`config.mk`:
```
export PLATFORM = sky130hd
export DESIGN_NAME = sleep_subtract_swap_exec
export DESIGN_NICKNAME = d
export VERILOG_FILES = /design/src/verilog/exec_pkg.sv /design/src/verilog/pin_sync.sv /design/src/verilog/exec_alu.sv /design/src/verilog/sleep_subtract_swap_exec.sv
export SDC_FILE = /design/constraint.sdc
export NUM_CORES = 1
export LEC_CHECK = 0
export BUFFER_PORTS_ARGS = -buffer_cell sky130_fd_sc_hd__buf_4
export CAP_MARGIN = 20
export CORE_MARGIN = 8
export CORE_UTILIZATION = 50
export DETAILED_ROUTE_END_ITERATION = 10
export PLACE_DENSITY_LB_ADDON = 0.25
export SYNTH_ARGS = -nofsm -noshare
export SYNTH_HDL_FRONTEND = slang
export SYNTH_SLANG_ARGS = --single-unit
export TNS_END_PERCENT = 20
```
`constraint.sdc`:
```
create_clock -name core_clk_i -period 5.5 [get_ports core_clk_i]
set_input_delay 0.55 -clock core_clk_i [delete_from_list [all_inputs] [get_ports core_clk_i]]
set_output_delay 0.55 -clock core_clk_i [all_outputs]
set_load 0.03 [all_outputs]
```
`src/verilog/exec_pkg.sv`:
```
// shared constants and carrier types for the sleep/subtract/swap execution block
package exec_pkg;

  // register bus geometry
  localparam int ADDR_W = 8;
  localparam int DATA_W = 32;

  // register byte offsets
  localparam logic [7:0] REG_INSTR_OFS = 8'h00;
  localparam logic [7:0] REG_ACC_OFS = 8'h04;
  localparam logic [7:0] REG_FILE_OFS = 8'h08;
  localparam logic [7:0] REG_RESULT_OFS = 8'h0c;
  localparam logic [7:0] REG_STATUS_OFS = 8'h10;
  localparam logic [7:0] REG_STATE_OFS = 8'h14;

  // instruction encodings
  localparam logic [11:0] OPC_SLEEP = 12'h003;
  localparam logic [5:0] OPC6_SUB = 6'h02;
  localparam logic [5:0] OPC6_SWAP = 6'h0e;

  // status register field positions
  localparam int ST_C_BIT = 0;
  localparam int ST_NB_BIT = 1;
  localparam int ST_Z_BIT = 2;
  localparam int ST_PWD_BIT = 3;
  localparam int ST_TMO_BIT = 4;

  // result register field positions
  localparam int RES_ADDR_LSB = 8;
  localparam int RES_DEST_BIT = 13;

  // state register field positions
  localparam int STATE_HALT_BIT = 0;

  // values after reset
  localparam logic [7:0] ACC_RST = 8'h00;
  localparam logic [7:0] FILE_RST = 8'h00;
  localparam logic [11:0] INSTR_RST = 12'h000;
  localparam logic TMO_RST = 1'b1;
  localparam logic PWD_RST = 1'b1;

  // destination bit values
  localparam logic DEST_ACC = 1'b0;
  localparam logic DEST_FILE = 1'b1;

  typedef struct packed {
    logic [5:0] opc;
    logic dest;
    logic [4:0] faddr;
  } instr_t;

  typedef struct packed {
    logic [7:0] value;
    logic carry;
    logic nib_borrow;
    logic zero;
  } alu_out_t;

  typedef enum logic [1:0] {
    BUS_IDLE = 2'b00,
    BUS_ACK = 2'b01
  } bus_state_t;

endpackage

```
`src/verilog/pin_sync.sv`:
```
// two-stage synchroniser for asynchronous pin inputs
`timescale 1ns/1ps
module pin_sync #(
  parameter int WIDTH = 1
) (
  input wire logic core_clk_i,
  input wire logic resetn_i,
  input wire logic ce_i,
  input wire logic [WIDTH-1:0] async_i,
  output logic [WIDTH-1:0] sync_o
);

  logic [WIDTH-1:0] meta_q;
  logic [WIDTH-1:0] meta_d;
  logic [WIDTH-1:0] sync_q;
  logic [WIDTH-1:0] sync_d;

  always_comb
  begin
    meta_d = async_i;
    sync_d = meta_q;
  end

  always_ff @(posedge core_clk_i or negedge resetn_i)
  begin
    if (!resetn_i)
    begin
      meta_q <= '0;
      sync_q <= '0;
    end
    else if (ce_i)
    begin
      meta_q <= meta_d;
      sync_q <= sync_d;
    end
  end

  assign sync_o = sync_q;

endmodule

```
`src/verilog/exec_alu.sv`:
```
// byte datapath: file minus accumulator, or nibble exchange of the file byte
`timescale 1ns/1ps
module exec_alu
  import exec_pkg::*;
(
  input wire logic [7:0] file_val_i,
  input wire logic [7:0] acc_val_i,
  input wire logic swap_i,
  output alu_out_t res_o
);

  logic [8:0] full_sum;
  logic [4:0] nib_sum;

  always_comb
  begin
    // two's complement: f + ~w + 1, carry out means no borrow
    full_sum = {1'b0, file_val_i} + {1'b0, ~acc_val_i} + 9'h001;
    nib_sum = {1'b0, file_val_i[3:0]} + {1'b0, ~acc_val_i[3:0]} + 5'h01;
    res_o.carry = full_sum[8];
    res_o.nib_borrow = nib_sum[4];
    if (swap_i)
    begin
      res_o.value = {file_val_i[3:0], file_val_i[7:4]};
    end
    else
    begin
      res_o.value = full_sum[7:0];
    end
    res_o.zero = (res_o.value == 8'h00);
  end

endmodule

```
`src/verilog/sleep_subtract_swap_exec.sv`:
```
// execution unit for low-power entry, subtract and nibble swap, with Avalon-MM registers
//
// Summary of operation
// - subtract computes file minus accumulator by two's complement, updates carry, borrow, zero.
// - subtract destination bit 0 writes accumulator, 1 writes the file register.
// - nibble swap exchanges file nibbles and leaves every status flag alone.
// - swap destination 0 goes to accumulator, 1 to file register, one cycle.
`timescale 1ns/1ps
module sleep_subtract_swap_exec
  import exec_pkg::*;
(
  input wire logic core_clk_i,
  input wire logic resetn_i,
  input wire logic ce_i,
  input wire logic wake_i,
  input wire logic [ADDR_W-1:0] avs_address_i,
  input wire logic avs_read_i,
  input wire logic avs_write_i,
  input wire logic [DATA_W-1:0] avs_writedata_i,
  input wire logic [3:0] avs_byteenable_i,
  output logic [DATA_W-1:0] avs_readdata_o,
  output logic avs_waitrequest_o,
  output logic file_we_o,
  output logic [4:0] file_addr_o,
  output logic [7:0] file_wdata_o,
  output logic lapse_clear_o,
  output logic lapse_prescale_clear_o,
  output logic osc_halt_o,
  output logic timeout_flag_o,
  output logic powerdown_flag_o
);

  // bus handshake state
  bus_state_t state_q;
  bus_state_t state_d;
  logic wait_q;
  logic wait_d;
  logic [DATA_W-1:0] rdata_q;
  logic [DATA_W-1:0] rdata_d;

  // core state
  logic [11:0] instr_q;
  logic [11:0] instr_d;
  logic [7:0] acc_q;
  logic [7:0] acc_d;
  logic [7:0] file_q;
  logic [7:0] file_d;
  logic [7:0] result_q;
  logic [7:0] result_d;
  logic [4:0] res_addr_q;
  logic [4:0] res_addr_d;
  logic res_dest_q;
  logic res_dest_d;
  logic carry_q;
  logic carry_d;
  logic nib_borrow_bit_q;
  logic nib_borrow_bit_d;
  logic zero_q;
  logic zero_d;
  logic timeout_flag_q;
  logic timeout_flag_d;
  logic powerdown_flag_q;
  logic powerdown_flag_d;
  logic halt_q;
  logic halt_d;
  logic file_we_q;
  logic file_we_d;
  logic [4:0] file_addr_q;
  logic [4:0] file_addr_d;
  logic [7:0] file_wdata_q;
  logic [7:0] file_wdata_d;
  logic lclr_q;
  logic lclr_d;
  logic pclr_q;
  logic pclr_d;

  logic wake_s;
  logic req;
  logic done;
  logic wr_done;
  logic fire;
  logic [11:0] instr_new;
  instr_t dec;
  logic is_sleep;
  logic is_sub;
  logic is_swap;
  alu_out_t alu;

  pin_sync #(
    .WIDTH(1)
  ) u_wake_sync (
    .core_clk_i(core_clk_i),
    .resetn_i(resetn_i),
    .ce_i(ce_i),
    .async_i(wake_i),
    .sync_o(wake_s)
  );

  // decode the word being issued, not the stored one, so it executes in that same cycle
  always_comb
  begin
    instr_new = instr_q;
    if (avs_byteenable_i[0])
    begin
      instr_new[7:0] = avs_writedata_i[7:0];
    end
    if (avs_byteenable_i[1])
    begin
      instr_new[11:8] = avs_writedata_i[11:8];
    end
  end

  assign dec = instr_t'(instr_new);
  assign is_sleep = (instr_new == OPC_SLEEP);
  assign is_sub = (dec.opc == OPC6_SUB);
  assign is_swap = (dec.opc == OPC6_SWAP);

  exec_alu u_alu (
    .file_val_i(file_q),
    .acc_val_i(acc_q),
    .swap_i(is_swap),
    .res_o(alu)
  );

  assign req = avs_read_i | avs_write_i;
  assign done = ce_i && (state_q == BUS_ACK) && req;
  assign wr_done = done && avs_write_i;
  // a halted core has no oscillator, so issued words are dropped until wake
  assign fire = wr_done && (avs_address_i == REG_INSTR_OFS) && !halt_q
    && (avs_byteenable_i[1:0] != 2'b00);

  // bus handshake: one wait cycle, read data captured on the first edge
  always_comb
  begin
    state_d = state_q;
    rdata_d = rdata_q;
    case (state_q)
      BUS_IDLE:
      begin
        if (req)
        begin
          state_d = BUS_ACK;
          rdata_d = '0;
          case (avs_address_i)
            REG_INSTR_OFS: rdata_d[11:0] = instr_q;
            REG_ACC_OFS: rdata_d[7:0] = acc_q;
            REG_FILE_OFS: rdata_d[7:0] = file_q;
            REG_RESULT_OFS:
            begin
              rdata_d[7:0] = result_q;
              rdata_d[RES_ADDR_LSB +: 5] = res_addr_q;
              rdata_d[RES_DEST_BIT] = res_dest_q;
            end
            REG_STATUS_OFS:
            begin
              rdata_d[ST_C_BIT] = carry_q;
              rdata_d[ST_NB_BIT] = nib_borrow_bit_q;
              rdata_d[ST_Z_BIT] = zero_q;
              rdata_d[ST_PWD_BIT] = powerdown_flag_q;
              rdata_d[ST_TMO_BIT] = timeout_flag_q;
            end
            REG_STATE_OFS: rdata_d[STATE_HALT_BIT] = halt_q;
            default: rdata_d = '0;
          endcase
        end
      end
      BUS_ACK:
      begin
        state_d = BUS_IDLE;
      end
      default:
      begin
        state_d = BUS_IDLE;
      end
    endcase
    wait_d = (state_d != BUS_ACK);
  end

  always_ff @(posedge core_clk_i or negedge resetn_i)
  begin
    if (!resetn_i)
    begin
      state_q <= BUS_IDLE;
      wait_q <= 1'b1;
      rdata_q <= '0;
    end
    else if (ce_i)
    begin
      state_q <= state_d;
      wait_q <= wait_d;
      rdata_q <= rdata_d;
    end
  end

  // core: software writes first, then the instruction's own effect
  always_comb
  begin
    instr_d = instr_q;
    acc_d = acc_q;
    file_d = file_q;
    result_d = result_q;
    res_addr_d = res_addr_q;
    res_dest_d = res_dest_q;
    carry_d = carry_q;
    nib_borrow_bit_d = nib_borrow_bit_q;
    zero_d = zero_q;
    timeout_flag_d = timeout_flag_q;
    powerdown_flag_d = powerdown_flag_q;
    halt_d = halt_q;
    file_we_d = 1'b0;
    file_addr_d = file_addr_q;
    file_wdata_d = file_wdata_q;
    lclr_d = 1'b0;
    pclr_d = 1'b0;
    if (halt_q && wake_s)
    begin
      halt_d = 1'b0;
    end
    if (wr_done && avs_byteenable_i[0])
    begin
      if (avs_address_i == REG_ACC_OFS)
      begin
        acc_d = avs_writedata_i[7:0];
      end
      if (avs_address_i == REG_FILE_OFS)
      begin
        file_d = avs_writedata_i[7:0];
      end
      if (avs_address_i == REG_STATUS_OFS)
      begin
        carry_d = avs_writedata_i[ST_C_BIT];
        nib_borrow_bit_d = avs_writedata_i[ST_NB_BIT];
        zero_d = avs_writedata_i[ST_Z_BIT];
      end
    end
    if (fire)
    begin
      instr_d = instr_new;
      if (is_sleep)
      begin
        acc_d = ACC_RST;
        lclr_d = 1'b1;
        pclr_d = 1'b1;
        timeout_flag_d = 1'b1;
        powerdown_flag_d = 1'b0;
        halt_d = 1'b1;
      end
      else if (is_sub || is_swap)
      begin
        result_d = alu.value;
        res_addr_d = dec.faddr;
        res_dest_d = dec.dest;
        if (is_sub)
        begin
          carry_d = alu.carry;
          nib_borrow_bit_d = alu.nib_borrow;
          zero_d = alu.zero;
        end
        if (dec.dest == DEST_ACC)
        begin
          acc_d = alu.value;
        end
        else
        begin
          // keep the local copy coherent with the write-back
          file_d = alu.value;
          file_we_d = 1'b1;
          file_addr_d = dec.faddr;
          file_wdata_d = alu.value;
        end
      end
    end
  end

  always_ff @(posedge core_clk_i or negedge resetn_i)
  begin
    if (!resetn_i)
    begin
      instr_q <= INSTR_RST;
      acc_q <= ACC_RST;
      file_q <= FILE_RST;
      result_q <= 8'h00;
      res_addr_q <= 5'h00;
      res_dest_q <= 1'b0;
      carry_q <= 1'b0;
      nib_borrow_bit_q <= 1'b0;
      zero_q <= 1'b0;
      timeout_flag_q <= TMO_RST;
      powerdown_flag_q <= PWD_RST;
      halt_q <= 1'b0;
      file_we_q <= 1'b0;
      file_addr_q <= 5'h00;
      file_wdata_q <= 8'h00;
      lclr_q <= 1'b0;
      pclr_q <= 1'b0;
    end
    else if (ce_i)
    begin
      instr_q <= instr_d;
      acc_q <= acc_d;
      file_q <= file_d;
      result_q <= result_d;
      res_addr_q <= res_addr_d;
      res_dest_q <= res_dest_d;
      carry_q <= carry_d;
      nib_borrow_bit_q <= nib_borrow_bit_d;
      zero_q <= zero_d;
      timeout_flag_q <= timeout_flag_d;
      powerdown_flag_q <= powerdown_flag_d;
      halt_q <= halt_d;
      file_we_q <= file_we_d;
      file_addr_q <= file_addr_d;
      file_wdata_q <= file_wdata_d;
      lclr_q <= lclr_d;
      pclr_q <= pclr_d;
    end
  end

  assign avs_readdata_o = rdata_q;
  assign avs_waitrequest_o = wait_q;
  assign file_we_o = file_we_q;
  assign file_addr_o = file_addr_q;
  assign file_wdata_o = file_wdata_q;
  assign lapse_clear_o = lclr_q;
  assign lapse_prescale_clear_o = pclr_q;
  assign osc_halt_o = halt_q;
  assign timeout_flag_o = timeout_flag_q;
  assign powerdown_flag_o = powerdown_flag_q;

  // reference values for the checks below, built apart from the datapath
  logic [7:0] ref_diff;
  logic ref_nb;
  logic ref_c;
  logic [7:0] ref_swap;
  logic [2:0] flags_now;
  assign ref_diff = file_q - acc_q;
  assign ref_c = (file_q >= acc_q);
  assign ref_nb = (file_q[3:0] >= acc_q[3:0]);
  assign ref_swap = {file_q[3:0], file_q[7:4]};
  assign flags_now = {carry_q, nib_borrow_bit_q, zero_q};
endmodule

```
---- After elaboration in Yosys (flattened, before gate mapping) ----
Cells that the tools add are included.
W data, S select, Z words.
storage, ports and cells
  flip-flop bits (word level) ............. 81
  word-level logic and storage cells ...... 106
operators by class
  add/sub/neg operators ................... 4
  equality and inequality tests ........... 10
  mux-type cells .......................... 49
  bitwise gates (word level) .............. 4
  reductions and logical operators ........ 19
operators by type and width
  operator               number
  $mux W8                14
  $mux W1                27
  $pmux W4 S5            1
  $eq A8 B4 Y1 const B   2
  $eq A8 B5 Y1 const B   2
  $logic_not A8 Y1       2
  $eq A12 B2 Y1 const B  1
  $pmux W3 S4            1
  $add A8 B8 Y9          1
  $add A9 B1 Y9 const B  1
  $eq A8 B3 Y1 const B   1
  $logic_and A1 B1 Y1    8
  $not A8 Y8             1
  $pmux W4 S2            1
  $eq A6 B2 Y1 const B   1
  $eq A6 B4 Y1 const B   1
  $mux W2                3
  $pmux W1 S6            1
  $reduce_and A3 Y1      2
  $add A4 B4 Y5          1
  $add A5 B1 Y5 const B  1
  $reduce_and A5 Y1      1
  $mux W4                1
  $not A4 Y4             1
  10 further kinds       10

---- Logic depth before layout (Yosys ltp) ----
Gate-level depths: netlist of the first run.
  depth in word-level cells ............... 10
  gate-level depth with buffers ........... 10
  gate-level depth less buffers ........... 10

---- By module ----
From an unflattened synthesis of the first run, not the netlist that was laid out.
unflattened totals
  cells, all modules ...................... 429
  area, all modules ....................... 4509.3 um^2
by module, submodules not included
  module                    instances  cells an instance  area each (um^2)  seq. area each (um^2)
  sleep_subtract_swap_exec  1          345                3911.3            1979.4
  exec_alu                  1          80                 525.5             0.0
  pin_sync                  1          4                  72.6              50.0

---- Least setup slack after synthesis of the first run ----
Ideal clock, no wire load.
  path kind ............................... in2reg
  start ................................... in avs_address_i[5]
  end ..................................... reg file_wdata_q[0], in the netlist file_wdata_o[0]
  setup time .............................. 0.125 ns
  arrival time ............................ 2.429 ns
  data required time ...................... 5.375 ns
  setup slack ............................. 2.946 ns
  stages on the path ...................... 6
  cell sequence ........................... or4_1 -> buf_2 -> nor4_4 -> nand3_4 -> nor2_4 -> mux2_2
on the way
  cells in the longest elaborated chain, start to end .. 5
ends and longest elaborated chain
  what                               line                             RTL
  start: declaration                 sleep_subtract_swap_exec.sv:16   input wire logic [ADDR_W-1:0] avs_address_i,
  $logic_not A8 Y1                   sleep_subtract_swap_exec.sv:129  assign fire = wr_done && (avs_address_i == REG_INSTR_OFS) && !halt_q
  $logic_and A1 B1 Y1 (2 in series)  sleep_subtract_swap_exec.sv:129
  $logic_and A1 B1 Y1                sleep_subtract_swap_exec.sv:130  && (avs_byteenable_i[1:0] != 2'b00);
  $reduce_and A5 Y1 (no line)        --
  end signal: assignment             sleep_subtract_swap_exec.sv:313  file_wdata_q <= file_wdata_d;
  end: declaration                   sleep_subtract_swap_exec.sv:70   logic [7:0] file_wdata_q;
Every way passes these cells.
A chain may end at the register's enable or synchronous reset.

---- Worst setup path after layout of the first run ----
Same ends and word-level chain as after synthesis.

==> impl_metrics.json, run 1 <==
{
  "dp_hpwl_mm": 8.63,
  "grt_pass1_vias": 3473,
  "fin_tns_setup_ns": 0,
  "clk_latency_ns": 0.36,
  "irDropWorstVdd_mv": 0.152,
  "vias": 3620,
  "avgSynthCellArea_um2": 9.78,
  "fin_crit_ns": 3.09,
  "synthArstFlopShare_pct": 100,
  "crit_chain": "buf_4, or4_1, nor4_4, nand3_4, nor2_4, mux2_2",
  "end_kind": "register",
  "drt_wl_total_mm": 11.7,
  "track_usage_pct": 18.6,
  "area_delta_synth_final_pct": 13.6,
  "worst_pin_slew_ns": 0.755,
  "grt_pass1_wl_mm": 18.6,
  "power_leakage_nw": 2.48,
  "slowest_stage": "or4_1",
  "period_share_pct": 56.2,
  "design.core.area_mm2": 0.00876,
  "nets": 573,
  "synth_cell_types": 55,
  "grt_max_degree": 82,
  "critical_path_class": "input pin to register",
  "io_buffers": 60,
  "ys.flop_type": "dfrtp_1",
  "hold_violations": 0,
  "cts_resized": 0,
  "min_path_type": "input pin to asynchronous set/reset pin",
  "rsz0062_at_grt": "no",
  "fp.dieArea_mm2": 0.0124,
  "synth.area.top_cells": "dfrtp_1 (44%), nand2_1 (4.8%), mux2_2 (4.7%)",
  "timing.fmax_ghz": 0.324,
  "critPathMaxFanout": 30,
  "setup_violations": 0,
  "yosys.area.top_type_share_pct": 43.6,
  "ys_ff_latch": 81,
  "place_congestion": 0.900,
  "slew_headroom_pct": 48.2,
  "powerDensity_mw_per_mm2": 220,
  "initial_utilization_pct": 51.8,
  "cts_buffer_depth": 2,
  "dr.pass1.iters": 5,
  "ios": 102,
  "antenna_found_initial": 0,
  "die_x_um": 111,
  "fillers": 751,
  "row_count": 34,
  "syn_area_mm2": 0.00454,
  "synth_commonest_cells": "dfrtp_1 (79), nand2_1 (58), nor2_1 (42), o21ai_0 (35), a21oi_1 (27)",
  "cts.clk_slew.worst_paths_ns": 0.08,
  "whs_ns": 0.103,
  "yosysWarnings": 0,
  "drive_gt1_share_pct": 21.8,
  "max-cap-violations": 0,
  "cts_root_buffer": "clkbuf_8",
  "first_iter_violations": 296,
  "cts_buffers": 9,
  "cts_hold_buf": 0,
  "finalClockSkew_ns": 0.00883,
  "critPathLaunchType": "input pin",
  "post_drt_wl_per_cell_um": 18.6,
  "clock_sinks": 81,
  "slew_viol_final": 0,
  "antenna_cells": 0,
  "finalPower_w": 0.00113,
  "cts_setup_buffers": 0,
  "synth.most_common_cell": "dfrtp_1",
  "final_core_util_pct": 58.8,
  "die_h_um": 111,
  "placed_cells": 609,
  "yosysSeqAreaShare_pct": 44.7,
  "ant_nets": 0,
  "cp.arrival_ns": 3.33,
  "remaining_drc_errors": 0,
  "htreeDepth": 3,
  "syn_inst": 464,
  "viasPerCell": 5.78,
  "status": "finished clean",
  "crit_required_ns": 5.74,
  "overflow": 0,
  "yosys.area.top_type": "dfrtp_1",
  "cts_tree": "done",
  "fin_cells": 626,
  "synth_edf_count": 0,
  "cp_slowest_stage_delay_ns": 0.65
}
==> sequential cells by signal, summed over array words and instances (netlist names), 2 cells and up <==
register        flops
file_q              8
state_q             2
instr_q            12
avs_readdata_o     14
res_addr_q          5
result_q            8
acc_q               8
file_addr_o         5
file_wdata_o        8
==> power breakdown <==
part	switching (W)	leakage, nW	internal (W)	total (W)
combinational	0.0000815	1.31	0.0000401	0.000122
sequential	0.00000506	1.08	0.000603	0.000608
clock	0.000216	0.0928	0.000189	0.000405
==> worst max-delay path, delay by kind of cell <==
kind,cells,cell delay (ns)
and+or+nand+nor,4,2.28
muxes,1,0.39
buffers and inverters,1,0.10
==> layer usage <==
metal,GRT usage (%),up-vias,share of wire (%)
met4,6.84,0,2.0
li1,-,1716,-
met3,5.09,21,7.6
met2,28.2,152,45
met5,0,-,0
met1,24.8,1731,45
==> cells by family (layout without fill, tap and decap cells) <==
logic type      after synthesis  after routing  synth area share, %
flops                        81             81                 44.7
mux                          43             43                 12.2
simple gates                153            153                 16.5
compound gates              113            113                 15.6
buf+inv                      56             93                 6.76
other cells                   2             19                0.166
xor+xnor                      6              6                 1.16
fa+ha+maj                    10             10                 2.92
==> per-stage QoR <==
stage,cell area [um2],setup WS (ns)
3_5_place_dp,4940,2.05
6_report,5150,2.41
3_3_place_gp,4940,2.06
4_1_cts,5120,2.42
5_1_grt,5150,2.23
2_1_floorplan,4600,2.95
==> final cells by class <==
cell class                      instances  area, um2  area share, %
Inverter                               15       56.3           1.09
Sequential cell                        81       2030           39.4
Clock inverter                          4       26.3          0.510
Tap cell                              108        135           2.62
Timing Repair Buffer                   62        485           9.42
Multi-Input combinational cell        344       2260           43.9
Clock buffer                           12        155           3.01
==> cells in the final DEF (no fill, tap or decap), types with 5 or more instances in the layout <==
cell / netlist / final
nand2_1: 58 / 58
and3_1: 8 / 8
a211oi_1: 10 / 10
nand2b_1: 5 / 5
o21a_1: 5 / 5
buf_4: 21 / 61
o21ai_0: 35 / 35
inv_1: 15 / 15
o211ai_1: 7 / 7
mux2_2: 19 / 19
mux4_2: 8 / 8
a21oi_1: 27 / 27
nor2_1: 42 / 42
ha_1: 9 / 9
nor3_1: 10 / 10
xor2_1: 5 / 5
mux2i_1: 16 / 16
dfrtp_1: 79 / 79
a22oi_1: 7 / 7
clkbuf_8: 0 / 11
conb_1: 2 / 19
==> path summary, 6_finish.rpt <==
check / startpoint / endpoint / slack [ns] / cells after the start
max in group asynchronous: resetn_i / file_wdata_o[0] / 4.82 / 2
min in group core_clk_i: wake_i / u_wake_sync.meta_q / 0.43 / 2
worst max register to register: state_q[1] / file_wdata_o[0] / 2.68 / 5
worst min-delay path: resetn_i / avs_readdata_o[10] / 0.10 / 1
worst max-delay path: avs_address_i[5] / file_wdata_o[0] / 2.41 / 6
worst min register to register: avs_readdata_o[5] / avs_readdata_o[5] / 0.48 / 2
Power figures use the tool's default switching activity.
==> run 2, diff against run 1 <==
clock period = 3.2 ns   (was 5.5 ns; I/O delays follow)
==> impl_metrics.json, run 2 (same netlist as run 1, synthesis figures left out) <==
{
  "seq_power_share_pct": 54.0,
  "dr.pass1.iters": 4,
  "largest_register_ffs": 14,
  "post_drt_wl_per_cell_um": 19.0,
  "grt_pass1_vias": 3548,
  "irDropWorstVdd_mv": 0.243,
  "worst_slack_ns": 0.457,
  "clock_sinks": 81,
  "share_clk_of_total_power_pct": 35.1,
  "worstHoldStart": "ce_i",
  "status": "finished clean",
  "fp.dieArea_mm2": 0.0124,
  "worst_pin_slew_ns": 0.755,
  "vias": 3625,
  "drive_gt1_share_pct": 22.7,
  "track_usage_pct": 19.7,
  "htreeDepth": 3,
  "initial_utilization_pct": 51.8,
  "die_x_um": 111,
  "r2r-end": "acc_q[6]",
  "ios": 102,
  "critical_path_class": "register to register",
  "finalClockSkew_ns": 0.00586,
  "nets": 580,
  "area_delta_synth_final_pct": 14.6,
  "first_iter_violations": 253,
  "place_congestion": 0.872,
  "powerDensity_mw_per_mm2": 372,
  "max-cap-violations": 0,
  "reg2reg_from": "file_q[0]",
  "row_count": 34,
  "final_common_cell": "dfrtp_1",
  "holdPathStages": 2,
  "critPathLaunchType": "register",
  "hold_end": "state_q[1]",
  "crit_required_ns": 3.47,
  "dp_hpwl_mm": 8.97,
  "worst-r2r-cell-count": 10,
  "rsz0062_at_grt": "no",
  "final_cell_mix": "dfrtp_1 (79), buf_4 (67), nand2_1 (58)",
  "pwr-share-comb_pct": 10.9,
  "viasPerCell": 5.73,
  "slew_viol_final": 0,
  "fillers": 774,
  "cts_tree": "done",
  "cts_root_buffer": "clkbuf_8",
  "end_kind": "register",
  "finalPower_w": 0.00193,
  "cts_buffers": 9,
  "p_sw_w": 0.000528,
  "clk_latency_ns": 0.36,
  "antenna_cells": 0,
  "remaining_drc_errors": 0,
  "period_share_pct": 85.7,
  "swShare_pct": 27.3,
  "cp.arrival_ns": 3.01,
  "cts.clk_slew.worst_paths_ns": 0.08,
  "grt_max_degree": 82,
  "overflow": 0,
  "design.core.area_mm2": 0.00876,
  "grt_pass1_wl_mm": 19.6,
  "fin_tns_setup_ns": 0,
  "min_path_type": "input pin to register",
  "die_h_um": 111,
  "ant_nets": 0,
  "critPathMaxFanout": 3,
  "cts_buffer_depth": 2,
  "timing.fmax_ghz": 0.365,
  "place_worst_setup_slack_ns": 0.503,
  "r2r_slack_ns": 0.46,
  "power_leakage_nw": 2.51,
  "slew_headroom_pct": 48.2,
  "register_area_mm2": 0.00203,
  "io_buffers": 60,
  "fin_crit_ns": 2.74,
  "power.internal_w": 0.00141,
  "multi_input_area_mm2": 0.00226,
  "setup_violations": 0,
  "antenna_found_initial": 0,
  "hold_violations": 0,
  "whs_ns": 0.195,
  "drt_wl_total_mm": 12.0
}
-- run 2: cell types whose count changed in the layout (fill, tap and decap cells not counted) --
cell / previous run / this run
dlygate4sd3_1: 0 / 1
clkinv_4: 0 / 1
inv_6: 1 / 0
clkinv_2: 2 / 3
clkbuf_8: 11 / 10
buf_4: 61 / 67
-- run 2: layout make-up --
type	instances	share of cell area, %
inverters	15	1.08
flip-flops and latches	81	39.0
repair buffers	69	10.4
clock inverters	5	0.602
multi-input cells	344	43.5
clock buffers	11	2.72
well taps	108	2.60
-- run 2: critical path, stage by stage, from the launching register on --
cell and delay, ns:
dfrtp_1 0.40, inv_1 0.10, ha_1 0.15, inv_1 0.05, fa_1 0.41, a211oi_1 0.38, o21ai_0 0.20, a211oi_1 0.45
mux2_2 0.24, nor2_1 0.05, a211oi_1 0.23
-- run 2: timing repair --
action | 4_1_cts | 5_1_grt
hold endpoints to repair | 0 | 25
buffers inserted | 0 | 0
endpoints found under the setup margin | 0 | 0
gates resized for setup | 0 | 0
hold buffers | 0 | 1
-- run 2: per-stage QoR --
stage | utilization, % | std cells | cell area, um2
floorplan | - | 481 | 4600
global placement | 56.9 | 615 | 4990
detailed placement | 56.9 | 615 | 4990
CTS | 58.9 | 631 | 5160
global route | 59.3 | 633 | 5200
finish | 59.3 | 633 | 5200
-- run 2: power by group through the flow --
stage / Clock [W] / Combinational [W] / Sequential (W)
after floorplan: 0 / 0.000134 / 0.00107
after global placement: 0 / 0.000203 / 0.00106
after detailed placement: 0 / 0.000205 / 0.00106
after CTS: 0.000696 / 0.000206 / 0.00104
after global routing: 0.000742 / 0.000229 / 0.00105
final: 0.000679 / 0.000211 / 0.00104
-- run 2: how the worst max path moves through the flow --
stage	from	endpoint	slack, ns	cells after the start
detailed placement	avs_address_i[5]	file_addr_o[4]	0.50	7
CTS	file_q[0]	acc_q[6]	0.50	10
global placement	avs_address_i[5]	file_wdata_o[2]	0.55	7
global route	file_q[0]	acc_q[6]	0.17	10
floorplan	avs_address_i[5]	file_wdata_o[0]	0.88	6
finish	file_q[0]	acc_q[6]	0.46	10
-- run 2: per-layer routing --
| metal | global-route usage, % | vias up | part of all wire, % |
|---|---|---|---|
| li1 | - | 1723 | - |
| met1 | 26.3 | 1750 | 45 |
| met2 | 29.8 | 138 | 46 |
| met3 | 6.49 | 14 | 7.5 |
| met4 | 5.69 | 0 | 1.6 |
| met5 | 0 | - | 0 |
==> run 3, diff against run 2 <==
PLACE_DENSITY = 0.84   (was default)
PLACE_DENSITY_LB_ADDON = default   (was 0.25)
==> impl_metrics.json, run 3 (same netlist as run 1, synthesis figures left out) <==
{
  "timing.fmax_ghz": 0.359,
  "die_h_um": 111,
  "antenna_found_initial": 0,
  "cts_buffer_depth": 2,
  "track_usage_pct": 19.5,
  "vias": 3791,
  "clock_sinks": 81,
  "hold_violations": 0,
  "cts.clk_slew.worst_paths_ns": 0.09,
  "rsz0062_at_grt": "no",
  "slowest_stage": "a211oi_1",
  "crit_chain": "inv_1, ha_1, inv_1, fa_1, a211oi_1, o21ai_0, a211oi_1, mux2_2, nor2_1, a211oi_1",
  "place_congestion": 0.900,
  "worst_slack_ns": 0.416,
  "dp_hpwl_mm": 9.15,
  "setup_violations": 0,
  "grt_pass1_vias": 3826,
  "period_share_pct": 87.0,
  "viasPerCell": 6.02,
  "dpl-instance-area_mm2": 0.00496,
  "critPathMaxFanout": 3,
  "htreeDepth": 3,
  "status": "finished clean",
  "fin_tns_setup_ns": 0,
  "critPathMostFrequentCell": "a211oi_1",
  "antenna_cells": 0,
  "drive_gt1_share_pct": 22.0,
  "powerDensity_mw_per_mm2": 384,
  "remaining_drc_errors": 0,
  "critPathBufInv": 2,
  "critical_path_class": "register to register",
  "area_delta_synth_final_pct": 14.4,
  "slew_viol_final": 0,
  "design.core.area_mm2": 0.00876,
  "first_iter_violations": 299,
  "max-cap-violations": 0,
  "fp.dieArea_mm2": 0.0124,
  "fillers": 753,
  "crit_family": "compound AO/OA/AOI/OAI gates",
  "power_leakage_nw": 2.50,
  "fin_crit_ns": 2.78,
  "largest_register_ffs": 14,
  "overflow": 0,
  "initial_utilization_pct": 51.8,
  "die_x_um": 111,
  "register_area_mm2": 0.00203,
  "power.internal_w": 0.00147,
  "placed_cells": 612,
  "critPathLaunchType": "register",
  "ant_nets": 0,
  "grt_pass1_wl_mm": 19.7,
  "place_worst_setup_slack_ns": 0.455,
  "finalClockSkew_ns": 0.0107,
  "clk_latency_ns": 0.36,
  "crit_required_ns": 3.47,
  "nets": 577,
  "slew_headroom_pct": 48.4,
  "dr.pass1.iters": 5,
  "swShare_pct": 26.5,
  "end_kind": "register",
  "seq_power_share_pct": 52.4,
  "final_common_cell": "dfrtp_1",
  "irDropWorstVdd_mv": 0.273,
  "cp.arrival_ns": 3.05,
  "cts_setup_buffers": 0,
  "cts_buffers": 9,
  "share_clk_of_total_power_pct": 36.9,
  "final_cell_mix": "dfrtp_1 (79), buf_4 (64), nand2_1 (58)",
  "row_count": 34,
  "p_sw_w": 0.000529,
  "io_buffers": 60,
  "cp_slowest_stage_delay_ns": 0.45,
  "worst_pin_slew_ns": 0.752,
  "grt_max_degree": 82,
  "cts_tree": "done",
  "post_drt_wl_per_cell_um": 19.4,
  "fin_cells": 630,
  "multi_input_area_mm2": 0.00226,
  "cts_root_buffer": "clkbuf_8",
  "min_path_type": "input pin to register",
  "ios": 102,
  "drt_wl_total_mm": 12.2,
  "pwr-share-comb_pct": 10.7,
  "design_area_mm2": 0.00519
}
==> run 3: changes by cell type in the layout (fill, tap and decap cells not counted) <==
cell,change
bufinv_16,+1
clkbuf_1,+1
buf_4,-3
clkinv_2,-1
clkbuf_8,-1
==> run 3: worst paths after layout <==
check	slack [ns]	end	depth (start not counted)	start
min	0.19	state_q[1]	2	ce_i
max	0.42	acc_q[6]	10	file_q[0]
min reg2reg	0.48	result_q[3]	2	result_q[3]
max in group asynchronous	2.26	avs_waitrequest_o	3	resetn_i
max reg2reg	0.42	acc_q[6]	10	file_q[0]
min in group asynchronous	0.30	file_wdata_o[4]	2	resetn_i
==> run 3: worst reg2reg max path, stage by stage (launching register included) <==
cell,delay [ns]
dfrtp_1,0.41
inv_1,0.11
ha_1,0.17
inv_1,0.05
fa_1,0.41
a211oi_1,0.38
o21ai_0,0.20
a211oi_1,0.45
mux2_2,0.25
nor2_1,0.04
a211oi_1,0.22
==> run 3: final cells by class <==
class / count / area share [%]
multi-input cells: 344 / 43.6
flip-flops and latches: 81 / 39.1
repair buffers: 66 / 9.98
well taps: 108 / 2.60
clock buffers: 11 / 2.53
clock inverters: 5 / 1.08
inverters: 15 / 1.08
==> run 3: power groups by stage <==
stage / combinational, W / clock (W) / sequential, W
6_report: 0.000213 / 0.000737 / 0.00104
5_1_grt: 0.000231 / 0.000783 / 0.00105
4_1_cts: 0.000207 / 0.000747 / 0.00104
3_5_place_dp: 0.000206 / 0 / 0.00106
3_3_place_gp: 0.000201 / 0 / 0.00106
2_1_floorplan: 0.000134 / 0 / 0.00107
==> run 3: routing by layer <==
metal	GRT usage [%]	share of wire, %
met1	24.1	40
met4	7.11	2.2
met2	30.7	47
met5	0	0
met3	6.66	11
==> run 3: what timing repair did <==
| item | CTS | global route |
|---|---|---|
| resized for setup | 0 | 0 |
| endpoints found under the hold margin | 0 | 6 |
| endpoints found under the setup margin | 0 | 0 |
| hold buffers | 0 | 1 |
==> run 3: per-stage QoR <==
stage	total power, W	hold WS, ns	util (%)
after global routing	0.00206	0.180	59.2
after CTS	0.00200	0.170	58.8
after floorplan	0.00120	0.0244	-
after global placement	0.00126	0.458	56.7
after detailed placement	0.00127	0.466	56.7
final	0.00199	0.191	59.2
